### src/include/pwr_map.svh
`ifndef PWR_MAP_SVH
`define PWR_MAP_SVH

// register offsets
`define CTRL_OFFSET 4'h0
`define STATUS_OFFSET 4'h4

// control register fields
`define CTRL_IDLE_BIT 0
`define CTRL_DOZE_BIT 1
`define CTRL_ROI_BIT 2
`define CTRL_REGLP_BIT 3
`define CTRL_XTAL_BIT 4

// status register fields
`define STAT_PD_BIT 0
`define STAT_TO_BIT 1
`define STAT_STATE_LSB 2

// timing
`define CLK_PERIOD_NS 40
`define OSC_START_PERIODS 1024
`define OSC_START_CYC `OSC_START_PERIODS
`define REG_SETTLE_US 10
`define REG_SETTLE_CYC ((`REG_SETTLE_US * 1000 + `CLK_PERIOD_NS - 1) / `CLK_PERIOD_NS)

`endif

### src/include/pwr_pkg.sv
package pwr_pkg;

    typedef enum logic [2:0] {
        PS_RUN      = 3'b000,
        PS_IDLE     = 3'b001,
        PS_SLEEP    = 3'b010,
        PS_REG_WAIT = 3'b011,
        PS_OSC_WAIT = 3'b100
    } pwr_state_e;

    typedef struct packed {
        logic [3:0] addr;
        logic [7:0] wdata;
        logic       wr;
        logic       rd;
    } bus_req_s;

    typedef struct packed {
        logic cpu_clk_en;
        logic flash_en;
        logic sys_clk_en;
        logic clock_output_pin_en;
        logic lf_osc_en;
        logic hf_osc_en;
        logic sec_osc_en;
    } clk_ctl_s;

    typedef struct packed {
        pwr_state_e  state;
        logic [15:0] cnt;
        logic        idle_select;
        logic        doze_active;
        logic        recover_on_irq;
        logic        reg_lp_sel;
        logic        xtal_mode;
        logic        timeout_flag_n;
        logic        power_down_flag_n;
        logic        vec_pend;
        logic [7:0]  rd_data;
        clk_ctl_s    clk;
        logic        wdt_clear;
        logic        prefetch;
        logic        resume;
        logic        vector_irq;
        logic        full_reset;
        logic        wdt_reset;
        logic        adc_abort;
        logic        port_hold;
        logic        reg_low_power;
    } st_s;

endpackage

### src/verilog/sleep_idle_power_control.sv
`timescale 1ns/100ps
// Functional notes
// - power-down opcode: Sleep, or Idle if selected
// - entering Sleep clears watchdog, may keep running
// - entry clears power-down flag, sets timeout flag
// - low, high and secondary oscillators keep running
// - system-clocked adc conversion abandoned in Sleep
// - ports hold their drive state in Sleep
// - non-watchdog resets behave same in Sleep
// - master clear, brownout, power-on: full reset
// - watchdog or interrupt wake resumes execution
// - next instruction prefetched during the opcode
// - enabled interrupt wakes, global enable ignored
// - global enable set: next instruction, then vector
// - watchdog cleared on every wake
// - interrupt other than clock switch already pending: opcode is a no-op
// - late interrupt: full entry then immediate wake
// - crystal mode waits 1024 oscillator periods
// - low-power regulator state during Sleep if selected
// - extra settle delay after low-power regulator Sleep
// - Idle halts cpu and flash, system clock runs
// - any enabled interrupt ends Idle, idle select kept
// - recover on irq ends doze at Idle wake
// - watchdog in Idle only wakes, doze unchanged
// - isr entry clears doze when recover on irq
`include "pwr_map.svh"

module sleep_idle_power_control #(
    parameter int IRQ_COUNT    = 8,
    parameter int CKSW_IRQ     = 1,
    parameter int OSC_WAIT_CYC = `OSC_START_CYC,
    parameter int REG_WAIT_CYC = `REG_SETTLE_CYC
) (
    // clock, reset, enable
    input  wire logic                 mclk_in,
    input  wire logic                 reset_in,
    input  wire logic                 clk_en_in,
    // register port
    input  wire pwr_pkg::bus_req_s    bus_in,
    output logic [7:0]                rd_data_out,
    // cpu pipeline and interrupt logic
    input  wire logic                 sleep_op_in,
    input  wire logic                 isr_entry_in,
    input  wire logic                 global_irq_enable_in,
    input  wire logic [IRQ_COUNT-1:0] irq_flag_in,
    input  wire logic [IRQ_COUNT-1:0] irq_enable_in,
    output logic                      prefetch_out,
    output logic                      resume_out,
    output logic                      vector_irq_out,
    output logic                      doze_active_out,
    // reset sources and watchdog
    input  wire logic                 master_clear_pin_reset_in,
    input  wire logic                 bor_reset_in,
    input  wire logic                 por_reset_in,
    input  wire logic                 wdt_timeout_in,
    output logic                      wdt_clear_out,
    output logic                      wdt_reset_out,
    output logic                      full_reset_out,
    output logic                      timeout_flag_n_out,
    output logic                      power_down_flag_n_out,
    // adc
    input  wire logic                 adc_busy_in,
    input  wire logic                 adc_dedicated_osc_in,
    output logic                      adc_abort_out,
    // clocks, ports, regulator
    output pwr_pkg::clk_ctl_s         clk_out,
    output logic                      port_hold_out,
    output logic                      reg_low_power_out
);
    import pwr_pkg::*;

    localparam logic [15:0] OSC_LOAD = 16'(OSC_WAIT_CYC - 1);
    localparam logic [15:0] REG_LOAD = 16'(REG_WAIT_CYC - 1);
    localparam logic [IRQ_COUNT-1:0] NO_CKSW =
        ~(IRQ_COUNT'(1) << CKSW_IRQ);

    localparam st_s ST_RST = '{
        state:             PS_RUN,
        cnt:               16'h0000,
        idle_select:       1'b0,
        doze_active:       1'b0,
        recover_on_irq:    1'b0,
        reg_lp_sel:        1'b0,
        xtal_mode:         1'b0,
        timeout_flag_n:    1'b1,
        power_down_flag_n: 1'b1,
        vec_pend:          1'b0,
        rd_data:           8'h00,
        clk:               7'h7f,
        wdt_clear:         1'b0,
        prefetch:          1'b0,
        resume:            1'b0,
        vector_irq:        1'b0,
        full_reset:        1'b0,
        wdt_reset:         1'b0,
        adc_abort:         1'b0,
        port_hold:         1'b0,
        reg_low_power:     1'b0
    };

    st_s  st_reg;
    st_s  st_next;
    logic irq_wake;
    logic irq_race;
    logic rst_src;
    logic entry_ok;

    // any interrupt with its own enable set, global enable not involved
    function automatic logic irq_any(
        input logic [IRQ_COUNT-1:0] flag,
        input logic [IRQ_COUNT-1:0] en,
        input logic [IRQ_COUNT-1:0] mask
    );
        irq_any = |(flag & en & mask);
    endfunction

    // wake uses every source, the opcode race ignores clock switch
    always_comb
    begin
        irq_wake = irq_any(irq_flag_in, irq_enable_in, {IRQ_COUNT{1'b1}});
        irq_race = irq_any(irq_flag_in, irq_enable_in, NO_CKSW);
        rst_src  = master_clear_pin_reset_in | bor_reset_in | por_reset_in;
        // opcode accepted this edge, used by the entry checks
        entry_ok = clk_en_in && !rst_src && st_reg.state == PS_RUN &&
                   sleep_op_in && !irq_race;
    end

    // next state of the whole block
    always_comb
    begin
        st_next            = st_reg;
        st_next.wdt_clear  = 1'b0;
        st_next.prefetch   = 1'b0;
        st_next.resume     = 1'b0;
        st_next.vector_irq = 1'b0;
        st_next.full_reset = 1'b0;
        st_next.wdt_reset  = 1'b0;
        st_next.adc_abort  = 1'b0;
        st_next.rd_data    = 8'h00;

        // register read, data stands the cycle after the strobe
        if (bus_in.rd)
        begin
            case (bus_in.addr)
                `CTRL_OFFSET:
                begin
                    st_next.rd_data[`CTRL_IDLE_BIT]  = st_reg.idle_select;
                    st_next.rd_data[`CTRL_DOZE_BIT]  = st_reg.doze_active;
                    st_next.rd_data[`CTRL_ROI_BIT]   = st_reg.recover_on_irq;
                    st_next.rd_data[`CTRL_REGLP_BIT] = st_reg.reg_lp_sel;
                    st_next.rd_data[`CTRL_XTAL_BIT]  = st_reg.xtal_mode;
                end
                `STATUS_OFFSET:
                begin
                    st_next.rd_data[`STAT_PD_BIT] = st_reg.power_down_flag_n;
                    st_next.rd_data[`STAT_TO_BIT] = st_reg.timeout_flag_n;
                    st_next.rd_data[`STAT_STATE_LSB +: 3] = st_reg.state;
                end
                default: st_next.rd_data = 8'h00;
            endcase
        end

        // control write; status flags are not writable here
        if (bus_in.wr && bus_in.addr == `CTRL_OFFSET)
        begin
            st_next.idle_select    = bus_in.wdata[`CTRL_IDLE_BIT];
            st_next.doze_active    = bus_in.wdata[`CTRL_DOZE_BIT];
            st_next.recover_on_irq = bus_in.wdata[`CTRL_ROI_BIT];
            st_next.reg_lp_sel     = bus_in.wdata[`CTRL_REGLP_BIT];
            st_next.xtal_mode      = bus_in.wdata[`CTRL_XTAL_BIT];
        end

        // hardware clear beats a software write in the same cycle
        if (isr_entry_in && st_reg.recover_on_irq)
            st_next.doze_active = 1'b0;

        case (st_reg.state)
            PS_RUN:
            begin
                if (sleep_op_in && !irq_race)
                begin
                    st_next.prefetch          = 1'b1;
                    st_next.wdt_clear         = 1'b1;
                    st_next.power_down_flag_n = 1'b0;
                    st_next.timeout_flag_n    = 1'b1;
                    if (st_reg.idle_select)
                        st_next.state = PS_IDLE;
                    else
                    begin
                        st_next.state = PS_SLEEP;
                        // only a conversion on the dedicated clock survives
                        st_next.adc_abort = adc_busy_in && !adc_dedicated_osc_in;
                    end
                end
                else if (!sleep_op_in && wdt_timeout_in)
                begin
                    st_next.wdt_reset      = 1'b1;
                    st_next.timeout_flag_n = 1'b0;
                end
                // a pending interrupt other than clock switch turns the opcode into a no-op
            end
            PS_IDLE:
            begin
                if (irq_wake)
                begin
                    st_next.state      = PS_RUN;
                    st_next.resume     = 1'b1;
                    st_next.wdt_clear  = 1'b1;
                    st_next.vector_irq = global_irq_enable_in;
                    if (st_reg.recover_on_irq)
                        st_next.doze_active = 1'b0;
                end
                else if (wdt_timeout_in)
                begin
                    // no reset and no doze change on this wake
                    st_next.state     = PS_RUN;
                    st_next.resume    = 1'b1;
                    st_next.wdt_clear = 1'b1;
                end
            end
            PS_SLEEP:
            begin
                // late interrupt lands here and wakes at once
                if (irq_wake || wdt_timeout_in)
                begin
                    st_next.wdt_clear = 1'b1;
                    st_next.vec_pend  = irq_wake && global_irq_enable_in;
                    if (st_reg.reg_lp_sel)
                    begin
                        st_next.state = PS_REG_WAIT;
                        st_next.cnt   = REG_LOAD;
                    end
                    else if (st_reg.xtal_mode)
                    begin
                        st_next.state = PS_OSC_WAIT;
                        st_next.cnt   = OSC_LOAD;
                    end
                    else
                    begin
                        st_next.state      = PS_RUN;
                        st_next.resume     = 1'b1;
                        st_next.vector_irq = irq_wake && global_irq_enable_in;
                    end
                end
            end
            PS_REG_WAIT:
            begin
                if (st_reg.cnt != 16'h0000)
                    st_next.cnt = st_reg.cnt - 16'h0001;
                else if (st_reg.xtal_mode)
                begin
                    st_next.state = PS_OSC_WAIT;
                    st_next.cnt   = OSC_LOAD;
                end
                else
                begin
                    st_next.state      = PS_RUN;
                    st_next.resume     = 1'b1;
                    st_next.vector_irq = st_reg.vec_pend;
                end
            end
            PS_OSC_WAIT:
            begin
                if (st_reg.cnt != 16'h0000)
                    st_next.cnt = st_reg.cnt - 16'h0001;
                else
                begin
                    st_next.state      = PS_RUN;
                    st_next.resume     = 1'b1;
                    st_next.vector_irq = st_reg.vec_pend;
                end
            end
            default: st_next.state = PS_RUN;
        endcase

        // same reset path asleep or awake, wakes by full reset
        if (rst_src)
        begin
            st_next            = ST_RST;
            st_next.full_reset = 1'b1;
        end

        // clock and pin controls follow the next state
        st_next.clk.cpu_clk_en = (st_next.state == PS_RUN);
        st_next.clk.flash_en   = (st_next.state == PS_RUN);
        st_next.clk.sys_clk_en = (st_next.state == PS_RUN) ||
                                 (st_next.state == PS_IDLE);
        st_next.clk.clock_output_pin_en  = st_next.clk.sys_clk_en;
        st_next.clk.lf_osc_en  = 1'b1;
        st_next.clk.hf_osc_en  = 1'b1;
        st_next.clk.sec_osc_en = 1'b1;
        st_next.port_hold      = (st_next.state == PS_SLEEP) ||
                                 (st_next.state == PS_REG_WAIT) ||
                                 (st_next.state == PS_OSC_WAIT);
        st_next.reg_low_power  = (st_next.state == PS_SLEEP) &&
                                 st_next.reg_lp_sel;
    end

    // single state register, frozen while the enable is low
    always_ff @(posedge mclk_in or posedge reset_in)
    begin
        if (reset_in)
            st_reg <= ST_RST;
        else if (clk_en_in)
            st_reg <= st_next;
    end

    // outputs straight from the state register
    assign rd_data_out           = st_reg.rd_data;
    assign prefetch_out          = st_reg.prefetch;
    assign resume_out            = st_reg.resume;
    assign vector_irq_out        = st_reg.vector_irq;
    assign doze_active_out       = st_reg.doze_active;
    assign wdt_clear_out         = st_reg.wdt_clear;
    assign wdt_reset_out         = st_reg.wdt_reset;
    assign full_reset_out        = st_reg.full_reset;
    assign timeout_flag_n_out    = st_reg.timeout_flag_n;
    assign power_down_flag_n_out = st_reg.power_down_flag_n;
    assign adc_abort_out         = st_reg.adc_abort;
    assign clk_out               = st_reg.clk;
    assign port_hold_out         = st_reg.port_hold;
    assign reg_low_power_out     = st_reg.reg_low_power;
endmodule

### config.mk
export PLATFORM = sky130hd
export DESIGN_NAME = sleep_idle_power_control
export DESIGN_NICKNAME = d
export VERILOG_FILES = /design/src/include/pwr_pkg.sv /design/src/verilog/sleep_idle_power_control.sv
export VERILOG_INCLUDE_DIRS = /design/src /design/src/include
export SDC_FILE = /design/constraint.sdc
export NUM_CORES = 1
export LEC_CHECK = 0
export ABC_AREA = 1
export BUFFER_PORTS_ARGS = -buffer_cell sky130_fd_sc_hd__buf_2
export CORE_MARGIN = 1.5
export CORE_UTILIZATION = 55
export CTS_CLUSTER_DIAMETER = 200
export DETAILED_ROUTE_END_ITERATION = 12
export PLACE_DENSITY_LB_ADDON = 0.25
export SYNTH_ARGS = -nofsm -noshare
export SYNTH_HDL_FRONTEND = slang
export SYNTH_SLANG_ARGS = --single-unit
### constraint.sdc
create_clock -name mclk_in -period 1.8 [get_ports mclk_in]
set_input_delay 0.36 -clock mclk_in [delete_from_list [all_inputs] [get_ports mclk_in]]
set_output_delay 0.36 -clock mclk_in [all_outputs]
set_load 0.05 [all_outputs]
# ---- Yosys cells after proc, flatten, opt, wreduce, memory -nomap -nowiden
# Index checks and enable logic that the tools add are counted.
dict set report op_classes {
  n_div 0
  n_mul 0
  shift 0
  bitwise_logic 3
  n_reduce_logical 32
  n_lt_le_gt_ge 0
  addsub 1
  muxes 47
  eq_ne 11
}
# op n
set op_table {}
lappend op_table {{2-to-1 mux 51 bit} 1}
lappend op_table {{2-to-1 mux 16 bit} 3}
lappend op_table {{one-hot mux 16 bit (3 select lines)} 1}
lappend op_table {{2-to-1 mux 19 bit} 2}
lappend op_table {{2-to-1 mux 2 bit} 10}
lappend op_table {{2-to-1 mux 1 bit} 18}
lappend op_table {{2-to-1 mux 3 bit} 6}
lappend op_table {{nonzero test 16 bit} 1}
lappend op_table {{subtractor 16 x 1 -> 16 bit, second input constant} 1}
lappend op_table {{one-hot mux 3 bit (5 select lines)} 1}
lappend op_table {{== test 3 x 2 -> 1 bit, second input constant} 4}
lappend op_table {{2-to-1 mux 5 bit} 2}
lappend op_table {{one-hot mux 5 bit (2 select lines)} 1}
lappend op_table {{nonzero test 2 bit} 5}
lappend op_table {{AND reduction 3 bit} 3}
lappend op_table {{AND 8 bit} 1}
lappend op_table {{one-hot mux 2 bit (4 select lines)} 1}
lappend op_table {{OR reduction 8 bit} 1}
lappend op_table {{logical AND 1 bit} 7}
lappend op_table {{OR reduction 7 bit} 1}
lappend op_table {{== test 3 x 1 -> 1 bit, second input constant} 2}
lappend op_table {{== test 3 bit, second input constant} 2}
lappend op_table {{logical NOT 3 bit} 2}
lappend op_table {{!= test 3 bit, second input constant} 2}
lappend op_table {{10 further kinds} 16}
dict set report totals {
  mem_bits_rw 0
  romBits 0
  in_bits 42
  output_inout_bits 27
  latchBits 0
  elab_cells 116
  ff_bits 46
  memories 0
}

# ---- Logic depth before layout (Yosys ltp)
dict set report depth {
  ltp_word 11
  mapped_depth 13
  depth_no_buf 13
}

# ---- Worst setup path after synthesis
# No wires, ideal clock.
dict set report synth_path {
  path_type {register to register}
  start {register st_reg[32] (netlist bit)}
  end {register st_reg[33] (netlist bit)}
  t_required_ns 1.680
  path_slack_ns 0.152
  synth_period_minus_slack_ns 1.648
  stages_incl_launch_ff 11
  arrival_time_ns 1.528
  path_buffers 1
  cell_sequence {dfrtp_1 inv_1 ha_1 nand2_1 nor2_4 nand4_4 nand3_2 nor2_4 buf_2 o21ai_1 nand2_1}
}
dict set report synth_via {
  elab_chain_cells 4
}
# element line_no
set synth_rtl {}
lappend synth_rtl {{start, declared} sleep_idle_power_control.sv:101} ;# st_s st_reg;
lappend synth_rtl {{start signal, assigned} sleep_idle_power_control.sv:305} ;# st_reg <= st_next;
lappend synth_rtl {{subtractor 16 x 1 -> 16 bit / nonzero test 16 bit (equally long branches)} --}
lappend synth_rtl {{2-to-1 mux 16 bit, on equally long branches} {sleep_idle_power_control.sv:264, sleep_idle_power_control.sv:248}}
lappend synth_rtl {{one-hot mux 16 bit (3 select lines)} sleep_idle_power_control.sv:177} ;# case (st_reg.state)
lappend synth_rtl {{2-to-1 mux 51 bit} sleep_idle_power_control.sv:277} ;# if (rst_src)
# Several ways; a longest one is shown, not always the timed one. The select of a mux whose other input is x is not followed.
# A chain may end at the register's enable or synchronous reset.

# ---- Worst setup path after layout
dict set report layout_path {
  start {register st_reg[32] (netlist bit)}
  end {register st_reg[47] (netlist bit)}
}
# The elaborated chain is that of the path after synthesis.

==> run metrics <==
status complete, no violations; drt total wl 8181 µm; worst-path cell chain inv_2, ha_4, nand2_4, nor2_4, nand3_4, nand2_4, nand2_8, buf_4, nand2_1, o21ai_0, nand3_1, nand2_1; CTS tree built; gr ovfl total 0; final hold vios 0; die height 77 µm; Clock power frac 31.0%; Post-synth EDFFs 0; pre-CTS setup slack 0.03772 ns; instance count on the critical path 12; yosys warns 0; share of cells above drive strength 1 31.22%; Sw Ratio 32.94%; post-DR wirelength/cell 14.61 µm; Seq/Total Area, Yosys 35.90%; critical path buffer and inverter count 2; reg2reg setup slack 0.03 ns; Initial DRC Count 227; P_int 1.489 mW; RR Startpoint st_reg[32]; max frequency 0.5654 GHz; max reg flops 24; portion of total power attributed to combinational logic 23.8%; routed via count 3147; H-tree depth 2; detailed placer's ending HPWL 5814 µm; crit path time final 1.769 ns; Least-Margin Pin Slew ~0.55 ns; Pre-antenna DRT Iters 5; clk_lat worst skew approximately 0.31 ns; max_cap viols 0; number of CTS-inserted buffers 5; maximum number of pins on one net before global-route repair 44; Setup CP Type flop to flop; count leader, synth nand2_1; cell type with the largest total area after synthesis dfrtp_1; asr flop ratio synth 100.0%; top cells by area, synth dfrtp_1 (32%), nand2_1 (15%), nand3_1 (6.6%), o21ai_0 (5.2%), buf_4 (4.2%); first-pass GRT wire length 12940 µm; ys flop type dfrtp_1; slowest CP cell dfrtp_1; Crit. End Element flop; CP Launch Type flop; FF+latch count, synth 43; hold slack between 0.15 and 0.2 ns; PD cells 599.3 mW/mm²; std cell rows 26; crit path from st_reg[32]; Initial Utilization ~58%; delay-heaviest family, CP simple AND/OR/NAND/NOR gates; met1 Resource Use GR 32.43%; register share of total power 45.2%; Critical R2R Capture st_reg[47]; Total Routing Usage GR a little over a quarter; Area Overhead vs Synth 23.06%; Die Width 77 µm; clk slew on worst S/H paths 0.09 ns; Via density approximately 5.6; max_slew headroom 63.08%; final net count 532; PortBufs 59; Tightest Hold Check Type primary input to async pin; unique cell type count in the Yosys netlist 44; die area 0.005929 mm²; CP max stage delay roughly 0.4 ns; WP data required ~2.0 ns; Pleak 2.044 nW; CTS root buf clkbuf_8; most frequent cells after synthesis nand2_1 (121), nand3_1 (40), dfrtp_1 (39), inv_1 (34), o21ai_0 (31); worst reg2reg path depth 12; RSZ-0062 raised after global routing true; period utilization 98.26%; post-route ant nets 0; routability congestion estimate from global placement 0.9165; count of final max-slew check failures 0; DRC Markers 0; Arrival @ worst endpoint 1.97 ns; Final setup violation count 0; worst setup margin 0.03134 ns; Worst Setup EP st_reg[47]; CP Max Fanout 4; synthesized area 0.003012 mm²; Peak VDD IR roughly 0.42 mV; Mapped Cells 411; net switching power around 0.73 mW; GRT busiest layer met2; GR Util met2 between 40% and 50%; CTS sink cnt 43; vias in the first global route 2897; antenna violations before repair 0; clock tree buffer depth 2; Mapped Avg Cell Area approximately 7.3 µm²; core area 0.005205 mm²; I/O Pins 69; # diodes 0; met3 usage between 3 and 4%; Synth top area share around a third; skew final 0.007866 ns
==> worst min path at each step <==
stage               endpoint  slack (ns)           from
4_1_cts           st_reg[31]        0.20       reset_in
3_3_place_gp   port_hold_out        0.46  port_hold_out
3_5_place_dp      clk_out[3]        0.46     clk_out[3]
5_1_grt           st_reg[38]        0.22       reset_in
6_report          st_reg[38]        0.16       reset_in
2_1_floorplan     clk_out[3]        0.46     clk_out[3]
==> placed cells by master, fill, tap and decap left out, drive strengths merged, types with 3 or more instances in the layout <==
cell type	instances
dfrtp	39
nor3	3
a21oi	10
inv	38
o22ai	7
xnor2	4
buf	92
clkinv	3
nor2	34
dfstp	4
or2	3
clkbuf	6
conb	6
o21ai	37
o211ai	3
nand4	9
nand3	42
nand2	128
a32o	5
xor2	7
==> metrics by stage <==
step | area (µm²) | TNS (ns) | instances | total power, mW | util [%]
final | 3706 | 0 | 560 | 2.221 | 71.20
after CTS | 3580 | 0 | 553 | 2.203 | 68.77
after floorplan | 3027 | 0 | 415 | 1.367 | -
after global routing | 3706 | -0.3409 | 560 | 2.310 | 71.20
after global placement | 3481 | 0 | 545 | 1.503 | 66.88
after detailed placement | 3481 | 0 | 545 | 1.514 | 66.88
==> final cells by class <==
| class | instances | area (µm²) |
|---|---|---|
| Clock inverter | 2 | 16.27 |
| Inverter | 40 | 155.1 |
| Fill cell | 420 | 1499 |
| Tap cell | 70 | 87.58 |
| Multi-Input combinational cell | 307 | 1699 |
| Clock buffer | 6 | 82.58 |
| Sequential cell | 43 | 1085 |
| Timing Repair Buffer | 92 | 580.6 |
==> cell families after synthesis <==
logic type	after synthesis	share of synthesized area, %
AND/OR/NAND/NOR	219	35.27
AO/OA/AOI/OAI	69	14.21
buffers and inverters	65	10.39
flip-flops	43	35.90
XOR/XNOR	11	3.199
other	2	0.2494
adder cells (fa/ha/maj)	1	0.4154
multiplexers	1	0.3739
==> power by group through the flow <==
stage / registers [mW] / clock network, mW / logic (mW)
after global routing: 1.01 / 0.732 / 0.571
final: 1.00 / 0.689 / 0.528
after detailed placement: 1.02 / 0 / 0.492
after floorplan: 1.05 / 0 / 0.318
after CTS: 1.00 / 0.705 / 0.495
after global placement: 1.02 / 0 / 0.482
==> layer usage <==
layer	part of all wire (%)	wire [µm]
met5	0	0
met2	50	4124
met1	41	3373
met3	6.2	510
met4	2.1	172
==> timing repair <==
| action | 4_1_cts | 5_1_grt |
|---|---|---|
| setup buffers | 0 | 7 |
| resized for setup | 0 | 21 |
| hold buffers | 0 | 0 |
| endpoints found under the setup margin | 0 | 17 |
==> worst min-delay path, cell delays in order <==
cell and delay (ns):
buf_2 0.10, clkinv_1 0.03, buf_4 0.45
Note: power is estimated with default switching activity, not from simulation.
